**src/rtl/port_pins_pkg.sv**
```systemverilog
package port_pins_pkg;
	localparam int PORT_WIDTH     = 8;
	localparam int NIBBLE_WIDTH   = 4;
	localparam int STRONG_CLOCKS  = 2;
	localparam logic [7:0] LATCH_RESET = 8'hff;
	localparam logic [3:0] NIBBLE_RESET = 4'hf;
	localparam logic [1:0] STRONG_CNT_W1 = 2'(STRONG_CLOCKS - 1);
	// Fourth port bit positions
	localparam int BIT_RXD   = 0;
	localparam int BIT_TXD   = 1;
	localparam int BIT_IRQ0  = 2;
	localparam int BIT_IRQ1  = 3;
	localparam int BIT_TMR0  = 4;
	localparam int BIT_TMR1  = 5;
	localparam int BIT_WRN   = 6;
	localparam int BIT_RDN   = 7;
	// Second port bit positions
	localparam int BIT_T2    = 0;
	localparam int BIT_TIMER2_EXT_CONTROL_PIN  = 1;
	// Extra port wake bits
	localparam int BIT_WAKE2 = 2;
	localparam int BIT_WAKE3 = 3;
	// Machine cycle lengths
	localparam logic [3:0] CYCLE_12 = 4'hc;
	localparam logic [3:0] CYCLE_6  = 4'h6;
	typedef enum logic {BUS_ADDR, BUS_DATA} bus_phase_t;
endpackage

```
**src/rtl/quasi_bidir_port_pins.sv**
```systemverilog
`timescale 1ns/1ps
// Function
// [RQ1] First port open-drain, ones float
// [RQ2] First port muxes low address, data
// [RQ3] Written one: strong high two clocks
// [RQ4] Third port GPIO or high address
// [RQ5] Second port bit0 timer2 event/clkout
// [RQ6] Second port bit1 timer2 control input
// [RQ7] Fourth port bits0/1 UART rx/tx
// [RQ8] Machine cycle 12 or 6 clocks
// [RQ9] Power-down wake from four pins
// [RQ10] Fourth port irq and timer inputs
// [RQ11] Fourth port bits6/7 write/read strobes
// [RQ12] Pin reads return synchronised pad level
module quasi_bidir_port_pins #(
	parameter int W = port_pins_pkg::PORT_WIDTH
) (
	input  wire logic         sys_clk,
	input  wire logic         rst,
	input  wire logic         sixClockMode,
	output logic [3:0]        machineCycleLen,
	input  wire logic         latchWrite,
	input  wire logic [1:0]   latchSel,
	input  wire logic [W-1:0] latchData,
	input  wire logic [3:0]   nibbleData,
	input  wire logic         nibbleWrite,
	input  wire logic         extBusActive,
	input  wire logic         busDataPhase,
	input  wire logic         busDataDrive,
	input  wire logic [7:0]   busAddrLow,
	input  wire logic [7:0]   busAddrHigh,
	input  wire logic [7:0]   busDataOut,
	input  wire logic         extDataAccess,
	input  wire logic         busWriteStrobe,
	input  wire logic         busReadStrobe,
	input  wire logic         timer2ClkOutEn,
	input  wire logic         timer2ClkOut,
	input  wire logic         uartTxEn,
	input  wire logic         uartTxd,
	input  wire logic         powerDown,
	input  wire logic [W-1:0] openDrainPortIn,
	output logic [W-1:0]      openDrainPortOut,
	output logic [W-1:0]      openDrainPortOe,
	input  wire logic [W-1:0] secondQuasiPortIn,
	output logic [W-1:0]      secondQuasiPortOut,
	output logic [W-1:0]      secondQuasiPortOe,
	input  wire logic [W-1:0] highAddressPortIn,
	output logic [W-1:0]      highAddressPortOut,
	output logic [W-1:0]      highAddressPortOe,
	input  wire logic [W-1:0] specialFunctionPortIn,
	output logic [W-1:0]      specialFunctionPortOut,
	output logic [W-1:0]      specialFunctionPortOe,
	input  wire logic [3:0]   extraNibblePortIn,
	output logic [3:0]        extraNibblePortOut,
	output logic [3:0]        extraNibblePortOe,
	output logic [W-1:0]      openDrainPortPins,
	output logic [W-1:0]      secondQuasiPortPins,
	output logic [W-1:0]      highAddressPortPins,
	output logic [W-1:0]      specialFunctionPortPins,
	output logic [3:0]        extraNibblePortPins,
	output logic              timer2EventIn,
	output logic              timer2ExtControlIn,
	output logic              uartRxd,
	output logic              extIrq0In,
	output logic              extIrq1In,
	output logic              timer0EventIn,
	output logic              timer1EventIn,
	output logic              wakeUp
);
	////////////////////////////////////////////////////////////////////////////////
	// Port latches
	logic [W-1:0] lat0_q, lat1_q, lat2_q, lat3_q, lat0_d, lat1_d, lat2_d, lat3_d;
	logic [3:0]   lat4_q, lat4_d;
	always_comb begin
		lat0_d = lat0_q;
		lat1_d = lat1_q;
		lat2_d = lat2_q;
		lat3_d = lat3_q;
		lat4_d = nibbleWrite ? nibbleData : lat4_q;
		if (latchWrite) begin
			unique case (latchSel)
				2'h0: lat0_d = latchData;
				2'h1: lat1_d = latchData;
				2'h2: lat2_d = latchData;
				2'h3: lat3_d = latchData;
			endcase
		end
	end
	always_ff @(posedge sys_clk or posedge rst) begin
		if (rst) begin
			lat0_q <= port_pins_pkg::LATCH_RESET;
			lat1_q <= port_pins_pkg::LATCH_RESET;
			lat2_q <= port_pins_pkg::LATCH_RESET;
			lat3_q <= port_pins_pkg::LATCH_RESET;
			lat4_q <= port_pins_pkg::NIBBLE_RESET;
		end else begin
			lat0_q <= lat0_d;
			lat1_q <= lat1_d;
			lat2_q <= lat2_d;
			lat3_q <= lat3_d;
			lat4_q <= lat4_d;
		end
	end

	////////////////////////////////////////////////////////////////////////////////
	// Effective drive values including alternate functions
	logic [W-1:0] val1, val2, val3;
	logic [3:0]   val4;
	always_comb begin
		val1 = lat1_q;
		if (timer2ClkOutEn) val1[port_pins_pkg::BIT_T2] = timer2ClkOut; // [RQ5]
		val2 = extBusActive ? busAddrHigh : lat2_q; // [RQ4]
		val3 = lat3_q;
		if (uartTxEn) val3[port_pins_pkg::BIT_TXD] = lat3_q[port_pins_pkg::BIT_TXD] & uartTxd; // [RQ7]
		if (extDataAccess) begin
			val3[port_pins_pkg::BIT_WRN] = ~busWriteStrobe; // [RQ11]
			val3[port_pins_pkg::BIT_RDN] = ~busReadStrobe; // [RQ11]
		end
		val4 = lat4_q;
	end

	////////////////////////////////////////////////////////////////////////////////
	// Quasi-bidirectional strong pulse counters, per bit
	localparam int NQ = 3 * W + 4;
	logic [NQ-1:0] qval, qprev_q, qprev_d, qstrong, qrise;
	logic [1:0]    cnt_q [NQ];
	logic [1:0]    cnt_d [NQ];
	assign qval = {val4, val3, val2, val1};
	// Strong drive starts in the cycle of the rising value
	assign qrise = qval & ~qprev_q; // [RQ3]
	genvar g;
	generate
		for (g = 0; g < NQ; g++) begin : gQuasi
			always_comb begin
				cnt_d[g] = (cnt_q[g] != 2'h0) ? cnt_q[g] - 2'h1 : 2'h0;
				if (qrise[g]) cnt_d[g] = port_pins_pkg::STRONG_CNT_W1; // [RQ3]
			end
			always_ff @(posedge sys_clk or posedge rst) begin
				if (rst) cnt_q[g] <= 2'h0;
				else cnt_q[g] <= cnt_d[g];
			end
			assign qstrong[g] = qrise[g] | (cnt_q[g] != 2'h0); // [RQ3]
		end
	endgenerate
	assign qprev_d = qval;
	always_ff @(posedge sys_clk or posedge rst) begin
		if (rst) qprev_q <= {NQ{1'b1}};
		else qprev_q <= qprev_d;
	end

	// Low drives strongly; high drives only while the pulse runs, else weak pull-up
	logic [NQ-1:0] qoe;
	assign qoe = ~qval | qstrong; // [RQ3]
	assign secondQuasiPortOut     = val1;
	assign secondQuasiPortOe      = qoe[W-1:0];
	assign highAddressPortOut     = val2;
	assign highAddressPortOe      = qoe[2*W-1:W];
	assign specialFunctionPortOut = val3;
	assign specialFunctionPortOe  = qoe[3*W-1:2*W];
	assign extraNibblePortOut     = val4;
	assign extraNibblePortOe      = qoe[NQ-1:3*W];

	////////////////////////////////////////////////////////////////////////////////
	// Open-drain first port with muxed bus
	logic [W-1:0] val0;
	always_comb begin
		val0 = lat0_q; // [RQ1]
		if (extBusActive) val0 = busDataPhase ? (busDataDrive ? busDataOut : {W{1'b1}}) : busAddrLow; // [RQ2]
	end
	assign openDrainPortOut = val0;
	// Address and driven-data bus phases drive both levels, undriven data phase releases all; latch mode only pulls low
	assign openDrainPortOe  = extBusActive ? ((busDataPhase && !busDataDrive) ? '0 : {W{1'b1}}) : ~lat0_q; // [RQ1] [RQ2]

	////////////////////////////////////////////////////////////////////////////////
	// Pad sampling and alternate inputs
	logic [4*W+3:0] pad_q, pad_d;
	assign pad_d = {extraNibblePortIn, specialFunctionPortIn, highAddressPortIn, secondQuasiPortIn, openDrainPortIn};
	always_ff @(posedge sys_clk or posedge rst) begin
		if (rst) pad_q <= '1;
		else pad_q <= pad_d; // [RQ12]
	end
	assign openDrainPortPins       = pad_q[W-1:0];
	assign secondQuasiPortPins     = pad_q[2*W-1:W];
	assign highAddressPortPins     = pad_q[3*W-1:2*W];
	assign specialFunctionPortPins = pad_q[4*W-1:3*W];
	assign extraNibblePortPins     = pad_q[4*W+3:4*W];
	assign timer2EventIn      = secondQuasiPortPins[port_pins_pkg::BIT_T2]; // [RQ5]
	assign timer2ExtControlIn = secondQuasiPortPins[port_pins_pkg::BIT_TIMER2_EXT_CONTROL_PIN]; // [RQ6]
	assign uartRxd            = specialFunctionPortPins[port_pins_pkg::BIT_RXD]; // [RQ7]
	assign extIrq0In          = specialFunctionPortPins[port_pins_pkg::BIT_IRQ0]; // [RQ10]
	assign extIrq1In          = specialFunctionPortPins[port_pins_pkg::BIT_IRQ1]; // [RQ10]
	assign timer0EventIn      = specialFunctionPortPins[port_pins_pkg::BIT_TMR0]; // [RQ10]
	assign timer1EventIn      = specialFunctionPortPins[port_pins_pkg::BIT_TMR1]; // [RQ10]
	// Active-low wake sources during power-down
	assign wakeUp = powerDown & ~(extIrq0In & extIrq1In & extraNibblePortPins[port_pins_pkg::BIT_WAKE2]
		& extraNibblePortPins[port_pins_pkg::BIT_WAKE3]); // [RQ9]
	assign machineCycleLen = sixClockMode ? port_pins_pkg::CYCLE_6 : port_pins_pkg::CYCLE_12; // [RQ8]

	////////////////////////////////////////////////////////////////////////////////
	// Assertions
	AST_OD_FLOAT: assert property (@(posedge sys_clk) disable iff (rst)
		!extBusActive |-> ((openDrainPortOe & lat0_q) == '0)) else $error("open-drain one driven"); // [RQ1]
	AST_ADDR_LOW: assert property (@(posedge sys_clk) disable iff (rst)
		(extBusActive && !busDataPhase) |-> (openDrainPortOut == busAddrLow && &openDrainPortOe))
		else $error("low address not on bus"); // [RQ2]
	AST_STRONG_TWO: assert property (@(posedge sys_clk) disable iff (rst)
		(!secondQuasiPortOut[2] ##1 secondQuasiPortOut[2] [*3]) |-> ($past(secondQuasiPortOe[2], 2)
		&& $past(secondQuasiPortOe[2]) && !secondQuasiPortOe[2])) else $error("strong pulse not two clocks"); // [RQ3]
	AST_HIGH_ADDR: assert property (@(posedge sys_clk) disable iff (rst)
		extBusActive |-> highAddressPortOut == busAddrHigh) else $error("high address missing"); // [RQ4]
	AST_T2_CLKOUT: assert property (@(posedge sys_clk) disable iff (rst)
		timer2ClkOutEn |-> secondQuasiPortOut[0] == timer2ClkOut) else $error("timer2 clock out wrong"); // [RQ5]
	AST_TIMER2_EXT_CONTROL_PIN_IN: assert property (@(posedge sys_clk) disable iff (rst)
		timer2ExtControlIn == $past(secondQuasiPortIn[1])) else $error("timer2 control input wrong"); // [RQ6]
	AST_UART_TX: assert property (@(posedge sys_clk) disable iff (rst)
		(uartTxEn && lat3_q[1]) |-> specialFunctionPortOut[1] == uartTxd) else $error("txd wrong"); // [RQ7]
	AST_CYCLE: assert property (@(posedge sys_clk) disable iff (rst)
		machineCycleLen == (sixClockMode ? 4'h6 : 4'hc)) else $error("machine cycle wrong"); // [RQ8]
	AST_WAKE: assert property (@(posedge sys_clk) disable iff (rst)
		(powerDown && !$past(specialFunctionPortIn[2])) |-> wakeUp) else $error("no wake"); // [RQ9]
	AST_STROBE: assert property (@(posedge sys_clk) disable iff (rst)
		(extDataAccess && busReadStrobe) |-> !specialFunctionPortOut[7]) else $error("read strobe missing"); // [RQ11]
	AST_PAD_READ: assert property (@(posedge sys_clk) disable iff (rst)
		highAddressPortPins == $past(highAddressPortIn)) else $error("pad read wrong"); // [RQ12]
	COV_BUS: cover property (@(posedge sys_clk) disable iff (rst) extBusActive && busDataPhase && busDataDrive);
	COV_PULSE: cover property (@(posedge sys_clk) disable iff (rst) $rose(secondQuasiPortOut[0]));
	COV_WAKE: cover property (@(posedge sys_clk) disable iff (rst) wakeUp);
endmodule

```
**config.mk**
```make
export PLATFORM = sky130hd
export DESIGN_NAME = quasi_bidir_port_pins
export DESIGN_NICKNAME = d
export VERILOG_FILES = /design/src/rtl/port_pins_pkg.sv /design/src/rtl/quasi_bidir_port_pins.sv
export SDC_FILE = /design/constraint.sdc
export NUM_CORES = 1
export LEC_CHECK = 0
export BUFFER_PORTS_ARGS = -buffer_cell sky130_fd_sc_hd__buf_4
export CORE_MARGIN = 8
export CORE_UTILIZATION = 49
export CTS_BUF_LIST = sky130_fd_sc_hd__clkbuf_16
export DETAILED_ROUTE_END_ITERATION = 7
export HOLD_SLACK_MARGIN = 0.12
export PLACE_DENSITY = 0.79
export SETUP_SLACK_MARGIN = 0.02
export SYNTH_ARGS = -nofsm -noshare
export SYNTH_HDL_FRONTEND = slang
export SYNTH_SLANG_ARGS = --single-unit
```
**constraint.sdc**
```tcl
create_clock -name sys_clk -period 5.9 [get_ports sys_clk]
set_input_delay 0.59 -clock sys_clk [delete_from_list [all_inputs] [get_ports sys_clk]]
set_output_delay 0.59 -clock sys_clk [all_outputs]
set_load 0.05 [all_outputs]
```
==> out/qor.yml, run 1 <==
status:
  status: "finished, final reports clean"
synthesis:
  postSynth.asyncResetShare: 1.00
  synth_compound_gate_area_share: 0.0826
  synth_top_family_by_area: "simple AND/OR/NAND/NOR gates"
  synth_fa_ha_area_frac: 0
  syn_area_sq_um: 5890
  post_synth.cell_area_avg_sq_um: 13.0
  synthXorXnorAreaFrac: 0
  yosys_most_used_dff: "dfstp_2"
  postSynthCellCount: 455
  synth_mux_area_frac: 0.0707
  synthDistinctLibCells: 27
  ys_ff_latch: 156
  synthSimpleGateAreaFrac: 0.0928
  yosysWarnings: 0
  seq_area_frac_synth: 0.684
  synth_nets: 545
  synth_edf_count: 0
placed_design:
  numPortBuffers: 207
  dpl_cell_area_sq_um: 7440
  dp.cells: 783
  place.gp.congestion: 0.828
  hpwl_um: 10700
  preCtsSetupSlack_ns: 3.29
timing:
  final-max-slew-violation-count: 0
  skew_ns: 0.00407
  setup_viol: 0
  setup_ws_ns: 3.28
  fin_crit_ns: 2.62
  min_period_over_period: 0.444
  rsz0062_at_grt: "no"
  clock.fmax_ghz: 0.382
  final.setup.tns_ns: 0
  fin_hold_ws_ns: 0.282
  max_slew_margin: 0.367
  hold_viol: 0
  worstMarginPinSlew_ns: 0.949
worst_setup_path:
  crit_chain: "buf_4 > inv_2 > nor3b_2 > a21oi_1 > buf_4"
  crit_buf_inv: 3
  slowest_delay_ns: 0.58
  crit_type: "in2out"
  ff2ff_path_depth: 3
  start_kind: "input pin"
  cp-startpoint: "extBusActive"
  crit_path_end: "openDrainPortOe[1]"
  path_depth: 5
  cp_max_fo: 25
  endpoint_kind: "output pin"
  rrSetupSlack_ns: 4.74
  crit_top_cell: "buf_4"
  reg2reg_from: "lat3_q[7]"
  cp.arrival_ns: 2.03
  critical_path.top_delay_family: "buffers and inverters"
  slowest_stage: "nor3b_2"
  timing.rr.end: "cnt_q[9]"
  cp_data_required_time_ns: 5.31
finish:
  fin_cells: 814
  seq_area_sq_um: 4030
  areaGrowthSynthToFinish_pct: 36.2
  nFillCells: 886
  nNetsFinal: 745
  antennaDiodeCount: 0
  drive_gt1_frac: 0.550
  fin_area_sq_um: 8030
  multiInputGateArea_sq_um: 1460
floorplanning:
  rows: 40
  die_area_sq_um: 15800
  initial_utilization: 0.497
  die_w_um: 126
  core-area_sq_um: 11900
  dieHeight_um: 126
  ios: 210
power:
  powerDensity_nw_per_um2: 390
  peakVddDrop_uv: 248
  leakagePower_uw: 0.00390
clock_network:
  cts_buffer_depth: 2
  clock_latency_ns: 0.41
  htreeDepth: 4
  clock-root-buffer: "clkbuf_16"
  cts_setup_buffers: 0
  cts_tree: "built"
  hold_buffers: 0
  cts_buffers: 17
  cts_resized: 0
  clock-sinks: 156
  path_clk_slew_ns: 0.06
global_routing:
  grtUsageTotal: 0.183
  grt_first_pass_wirelength_um: 22600
  overflow: 0
  antenna_found_initial: 0
  grt_max_degree: 114
  grt_pass1_vias: 4467
detailed_routing:
  drtAntennaViolNets: 0
  wl_um: 14300
  viasPerCell: 5.03
  drtPass1Iterations: 4
  wl_per_cell_um: 17.6
  drc_errors: 0
  vias: 4092
  drt_iter0_markers: 176
run:
  maxCapViolCount: 0
min_path:
  hp-class: "in2reg"
## cell usage after synthesis, types with 12 or more instances
master,number,share of area
nand3_1,28,0.024
inv_1,53,0.034
o22ai_1,12,0.013
and3_1,16,0.017
o21ai_0,33,0.028
mux2_2,29,0.055
nor2_1,29,0.018
nand2b_1,16,0.017
dfrtp_1,56,0.24
o211a_1,12,0.020
buf_4,23,0.029
dfstp_2,100,0.45
## worst min path at each step
stage / from / to / depth (start not counted)
detailed placement: extraNibblePortOut[0] / qprev_q[24] / 0
CTS: openDrainPortIn[5] / pad_q[5] / 1
finish: openDrainPortIn[5] / pad_q[5] / 1
global placement: extraNibblePortOut[3] / qprev_q[27] / 0
global route: openDrainPortIn[5] / pad_q[5] / 1
floorplan: lat3_q[0] / qprev_q[16] / 0
## stage by stage
stage | util | total power [uW]
2_1_floorplan | - | 1840
3_3_place_gp | 0.627 | 2040
3_5_place_dp | 0.627 | 2070
4_1_cts | 0.677 | 3170
5_1_grt | 0.677 | 3250
6_report | 0.677 | 3130
## cell type report
cell class	count	share of cell area
clock inverters	14	0.0200
flip-flops and latches	156	0.502
repair buffers	208	0.195
clock buffers	17	0.0530
well taps	147	0.0229
multi-input cells	218	0.182
inverters	54	0.0259
## registers in the layout, summed over array words and instances, names as in the netlist
name and count:
lat0_q 8, lat2_q 8, extraNibblePortOut 4, qprev_q 28
lat3_q 8, pad_q 36, lat1_q 8, cnt_q 56
## metal layers
layer | vias to the layer above | track usage | share of wire
met3 | 23 | 0.0688 | 0.067
met4 | 0 | 0.0695 | 0.020
met2 | 117 | 0.329 | 0.55
met5 | - | 0 | 0
li1 | 1912 | - | -
met1 | 2040 | 0.189 | 0.37
## where the power goes
part / leakage [uW] / internal (uW) / switching, uW
Clock: 0.000294 / 691 / 390
Sequential: 0.00180 / 1250 / 85.7
Combinational: 0.00180 / 226 / 485
## layout by cell type, fill, tap and decap left out, types with 8 or more instances in the layout
| cell | instances |
|---|---|
| nand2b_1 | 16 |
| and3_1 | 16 |
| nor2_1 | 29 |
| mux2_2 | 29 |
| o211a_1 | 12 |
| o221ai_1 | 8 |
| buf_4 | 208 |
| o21ai_0 | 33 |
| dfrtp_1 | 56 |
| clkbuf_16 | 17 |
| nand3_1 | 28 |
| nand2_1 | 9 |
| mux2i_1 | 9 |
| dfstp_2 | 100 |
| o22ai_1 | 12 |
| a21oi_1 | 8 |
| inv_1 | 54 |
## worst reg2reg max path, cell delays in order (launching register included)
cell and delay [ns]:
dfstp_2 0.52, inv_1 0.03, mux2_2 0.28, o211a_1 0.21
## cell families after synthesis
group / count (synthesis)
mux: 38
simple gates: 103
flops: 156
other cells: 2
buf+inv: 81
compound gates: 75
(Power assumes the default switching activity.)
==> run 2: changes to the inputs <==
Clock period 5.9 ns to 2.46 ns, I/O delays scaled along.
==> out/qor.yml, run 2 (synthesis gave the netlist of run 1 again) <==
floorplanning:
  die_area_sq_um: 15800
  core-area_sq_um: 11900
  ios: 210
  dieHeight_um: 126
  die_w_um: 126
  initial_utilization: 0.497
  rows: 40
worst_setup_path:
  cp.arrival_ns: 1.64
  endpoint_kind: "output pin"
  cp_max_fo: 25
  cp_data_required_time_ns: 2.21
  crit_buf_inv: 3
  start_kind: "input pin"
  slowest_stage: "nor3b_2"
  crit_chain: "buf_4 > inv_2 > nor3b_2 > a21oi_1 > buf_4"
  crit_type: "in2out"
  crit_top_cell: "buf_4"
  critical_path.top_delay_family: "buffers and inverters"
  slowest_delay_ns: 0.58
timing:
  fin_crit_ns: 1.88
  final.setup.tns_ns: 0
  max_slew_margin: 0.576
  setup_viol: 0
  hold_viol: 0
  worstMarginPinSlew_ns: 0.636
  final-max-slew-violation-count: 0
  clock.fmax_ghz: 0.531
  min_period_over_period: 0.766
  rsz0062_at_grt: "no"
  skew_ns: 0.00658
clock_network:
  clock-root-buffer: "clkbuf_16"
  cts_buffers: 17
  htreeDepth: 4
  cts_buffer_depth: 2
  path_clk_slew_ns: 0.05
  cts_tree: "built"
  clock_latency_ns: 0.41
  clock-sinks: 156
  cts_resized: 0
detailed_routing:
  wl_um: 15400
  drtPass1Iterations: 4
  viasPerCell: 4.97
  vias: 4331
  met1_length_um: 5400
  wl_met3_um: 1170
  highest_layer: "met4"
  dr_wl_met2_um: 8300
  drc_errors: 0
  drtAntennaViolNets: 0
  wl_per_cell_um: 17.7
  drt_iter0_markers: 198
global_routing:
  grt_pass1_vias: 4913
  overflow: 0
  grt_max_degree: 69
  grt_first_pass_wirelength_um: 24700
  grtUsageTotal: 0.201
  antenna_found_initial: 1
status:
  status: "finished, final reports clean"
finish:
  nNetsFinal: 801
  largest_register: "cnt_q"
  reg_top3: "cnt_q: 56 flops, pad_q: 36 flops, qprev_q: 28 flops"
  areaGrowthSynthToFinish_pct: 45.1
  drive_gt1_frac: 0.511
  mostFrequentLayoutCells: "buf_4, dfstp_2, inv_1, dfrtp_1, dlygate4sd3_1"
  nFillCells: 821
  layout_commonest_cell: "buf_4"
  largest_reg_flops: 56
  fin_area_sq_um: 8550
power:
  fin_total_pwr_uw: 7280
  leakagePower_uw: 0.00413
  peakVddDrop_uv: 582
  powerDensity_nw_per_um2: 852
placed_design:
  numPortBuffers: 207
  dpl_cell_area_sq_um: 7490
  hpwl_um: 10700
  place.gp.congestion: 0.791
min_path:
  hp-class: "in2reg"
run:
  maxCapViolCount: 0
## run 2: changes by cell type in the layout (fill, tap and decap cells not counted)
cell / before / now
clkinvlp_4: 0 / 1
buf_12: 0 / 3
clkinv_1: 6 / 4
diode_2: 0 / 1
dlygate4sd3_1: 0 / 54
clkinv_4: 0 / 1
inv_1: 54 / 56
buf_4: 208 / 207
bufinv_16: 4 / 1
inv_6: 1 / 0
clkinv_2: 2 / 5
## run 2: what timing repair did
action | 4_1_cts | 5_1_grt
buffers inserted | 0 | 0
hold buffers | 53 | 1
endpoints found under the setup margin | 0 | 0
hold endpoints to repair | 88 | 1
## run 2: power breakdown
group	switching [uW]	leakage [uW]	internal (uW)
registers	204	0.00180	3000
clock network	927	0.000275	1350
logic	1190	0.00205	611
total	2320	0.00413	4960
## run 2: final cells by class
class                   count  area (sq um)  share of cell area
flip-flops and latches    156          4030               0.471
repair buffers            264          2150               0.252
multi-input cells         218          1460               0.170
clock buffers              17           425              0.0497
inverters                  54           206              0.0241
well taps                 147           184              0.0215
clock inverters            15          93.8              0.0110
diodes                      1          2.50            0.000293
## run 2: final timing paths
kind	slack, ns	endpoint	from	cells past startpoint
worst max-delay path	0.58	openDrainPortOe[1]	extBusActive	5
worst min-delay path	0.15	qprev_q[23]	busReadStrobe	3
worst max register to register	1.13	extraNibblePortOut[3]	extraNibblePortOut[3]	2
worst min register to register	0.39	qprev_q[19]	lat3_q[3]	0
max in group asynchronous	1.39	lat0_q[4]	rst	4
min in group asynchronous	0.64	pad_q[33]	rst	3
## run 2: tightest hold or removal path, cell delays in order
cell,delay [ns]
buf_4,0.08
mux2_2,0.16
inv_1,0.06
## run 2: stage by stage
stage	utilization	setup WS (ns)	instances	hold slack, ns
final	0.721	0.575	872	0.145
after global routing	0.721	0.493	872	0.154
after CTS	0.720	0.559	870	0.121
after detailed placement	0.632	0.607	785	0.355
after global placement	0.632	0.636	785	0.355
after floorplan	-	0.323	455	0.250
## run 2: layer usage
layer | vias to the layer above | track usage
li1 | 2037 | -
met1 | 2116 | 0.201
met2 | 141 | 0.360
met3 | 37 | 0.0751
met4 | 0 | 0.0989
met5 | - | 0
==> run 3: changes to the inputs <==
Settings changed: ABC_AREA set to 1, CORE_UTILIZATION 49 to 45, PLACE_DENSITY 0.79 to 0.76.
Clock period 2.46 ns to 1.7 ns, I/O delays scaled along.
==> out/qor.yml, run 3 <==
floorplanning:
  initial_utilization: 0.462
  dieHeight_um: 133
  core-area_sq_um: 13300
  ios: 210
  rows: 42
  die_w_um: 133
  die_area_sq_um: 17600
synthesis:
  yosysWarnings: 0
  synthTopCellsByArea: "dfstp_2, dfrtp_1, nand2_1"
  yosys_most_used_dff: "dfstp_2"
  yosys-top-cells-count: "nand2_1, dfstp_2, inv_1, dfrtp_1, buf_4"
  seq_area_frac_synth: 0.657
  postSynth.asyncResetShare: 1.00
  synth_nets: 697
  syn_area_sq_um: 6140
  synth_top_area_share: 0.428
  ys_ff_latch: 156
  synthDistinctLibCells: 26
  synth_edf_count: 0
  yosysTopAreaCell: "dfstp_2"
  yosysMostFrequentCell: "nand2_1"
  postSynthCellCount: 607
  post_synth.cell_area_avg_sq_um: 10.1
timing:
  setup_viol: 0
  min_period_over_period: 0.951
  final-max-slew-violation-count: 0
  hold_viol: 0
  clock.fmax_ghz: 0.618
  fin_hold_ws_ns: 0.136
  fin_crit_ns: 1.62
  rsz0062_at_grt: "no"
  skew_ns: 0.00640
worst_setup_path:
  ff2ff_path_depth: 3
  start_kind: "register"
  cp_data_required_time_ns: 1.53
  cp.arrival_ns: 1.45
  crit_type: "reg2out"
  timing.rr.end: "extraNibblePortOut[0]"
  cp_max_fo: 5
  rrSetupSlack_ns: 0.27
  endpoint_kind: "output pin"
  reg2reg_from: "extraNibblePortOut[0]"
finish:
  mostFrequentLayoutCells: "buf_4, nand2_1, dfstp_2"
  areaGrowthSynthToFinish_pct: 49.3
  layout_commonest_cell: "buf_4"
  seq_area_sq_um: 4030
  reg_top3: "cnt_q: 56 flops, pad_q: 36 flops, qprev_q: 28 flops"
  drive_gt1_frac: 0.415
  nNetsFinal: 976
  antennaDiodeCount: 0
  largest_reg_flops: 56
  multiInputGateArea_sq_um: 1580
  largest_register: "cnt_q"
  nFillCells: 955
placed_design:
  place.gp.congestion: 0.774
  hpwl_um: 10800
  numPortBuffers: 207
min_path:
  hold_path.startpoint: "extBusActive"
  min_to: "qprev_q[9]"
  hp-class: "in2reg"
  whs_path_depth: 3
detailed_routing:
  wl_per_cell_um: 15.6
  drtAntennaViolNets: 0
  drc_errors: 0
  drt_iter0_markers: 198
  wl_um: 16800
  viasPerCell: 4.65
  vias: 5003
  drtPass1Iterations: 4
status:
  status: "finished, final reports clean"
power:
  leakagePower_uw: 0.00444
  peakVddDrop_uv: 781
  powerDensity_nw_per_um2: 1160
  fin_total_pwr_uw: 10700
global_routing:
  grt_first_pass_wirelength_um: 27400
  grt_pass1_vias: 5420
  antenna_found_initial: 0
  grt_max_degree: 96
  grtUsageTotal: 0.194
  overflow: 0
clock_network:
  htreeDepth: 4
  cts_tree: "built"
  clock-root-buffer: "clkbuf_16"
  path_clk_slew_ns: 0.06
  cts_buffers: 17
  clock-sinks: 156
  cts_buffer_depth: 2
  clock_latency_ns: 0.41
run:
  maxCapViolCount: 0
[run 3: cell types whose count changed after synthesis, sizes merged, moves of 12 or more]
cell,delta
nand2,+170
nor3,+12
nand3,-15
o211a,-12
and3,-16
nand4,+17
o21ai,+15
inv,+43
mux2,-29
nand2b,-16
nor2,-12
[run 3: logic make-up (layout without fill, tap and decap cells)]
kind of cell / Yosys count / in the layout / synth area share
AOI/OAI and AO/OA: 76 / 76 / 0.0732
buffers and inverters: 125 / 417 / 0.0960
DFF: 156 / 156 / 0.657
other: 2 / 2 / 0.00122
and+or+nand+nor: 248 / 248 / 0.173
[run 3: per-stage QoR]
stage	std cells	utilization	cell area (sq um)	setup WS, ns	TNS (ns)
detailed placement	964	0.582	7730	0.386	0
finish	1075	0.689	9160	0.0827	0
global route	1075	0.689	9160	0.0156	0
floorplan	607	-	6150	-0.361	-20.23
global placement	964	0.582	7730	0.433	0
CTS	1075	0.685	9110	0.0305	0
[run 3: worst max path at each step]
stage / from / endpoint / slack (ns) / cells after the start
after global routing: lat3_q[1] / specialFunctionPortOe[1] / 0.02 / 3
after CTS: lat2_q[4] / highAddressPortOe[4] / 0.03 / 4
after detailed placement: extBusActive / highAddressPortOe[4] / 0.39 / 6
final: lat2_q[6] / highAddressPortOe[6] / 0.08 / 4
after floorplan: rst / cnt_q[0] / -0.36 / 1
after global placement: extBusActive / highAddressPortOe[4] / 0.43 / 6
[run 3: cell type report]
class / count / area share
sequential: 156 / 0.440
timing repair buffer: 288 / 0.261
multi-input combinational: 326 / 0.172
clock buffer: 17 / 0.0464
inverter: 97 / 0.0401
tap: 176 / 0.0240
clock inverter: 15 / 0.0171
[run 3: routing by layer]
layer / track usage / share of wire / up-vias / wire length, um
li1: - / - / 2438 / -
met1: 0.224 / 0.43 / 2371 / 7150
met2: 0.329 / 0.49 / 178 / 8170
met3: 0.0738 / 0.074 / 16 / 1240
met4: 0.0549 / 0.013 / 0 / 218
met5: 0 / 0 / - / 0
[run 3: worst max-delay path, stage by stage (launching register included)]
cell and delay (ns):
dfstp_2 0.53, nand2_1 0.05, nand2_1 0.17, nand2_1 0.09
buf_4 0.19
[run 3: power by group]
part / switching [uW] / total (uW) / leakage, uW / internal [uW]
logic: 1580 / 2390 / 0.00235 / 811
clock network: 1460 / 3740 / 0.000288 / 2280
registers: 254 / 4520 / 0.00180 / 4260
total: 3300 / 10700 / 0.00444 / 7350
[run 3: timing repair]
| action | in CTS | in global routing |
|---|---|---|
| endpoints found under the setup margin | 0 | 9 |
| hold buffers | 79 | 0 |
| hold endpoints to repair | 135 | 0 |
| buffers inserted | 0 | 0 |
| resized for setup | 0 | 13 |
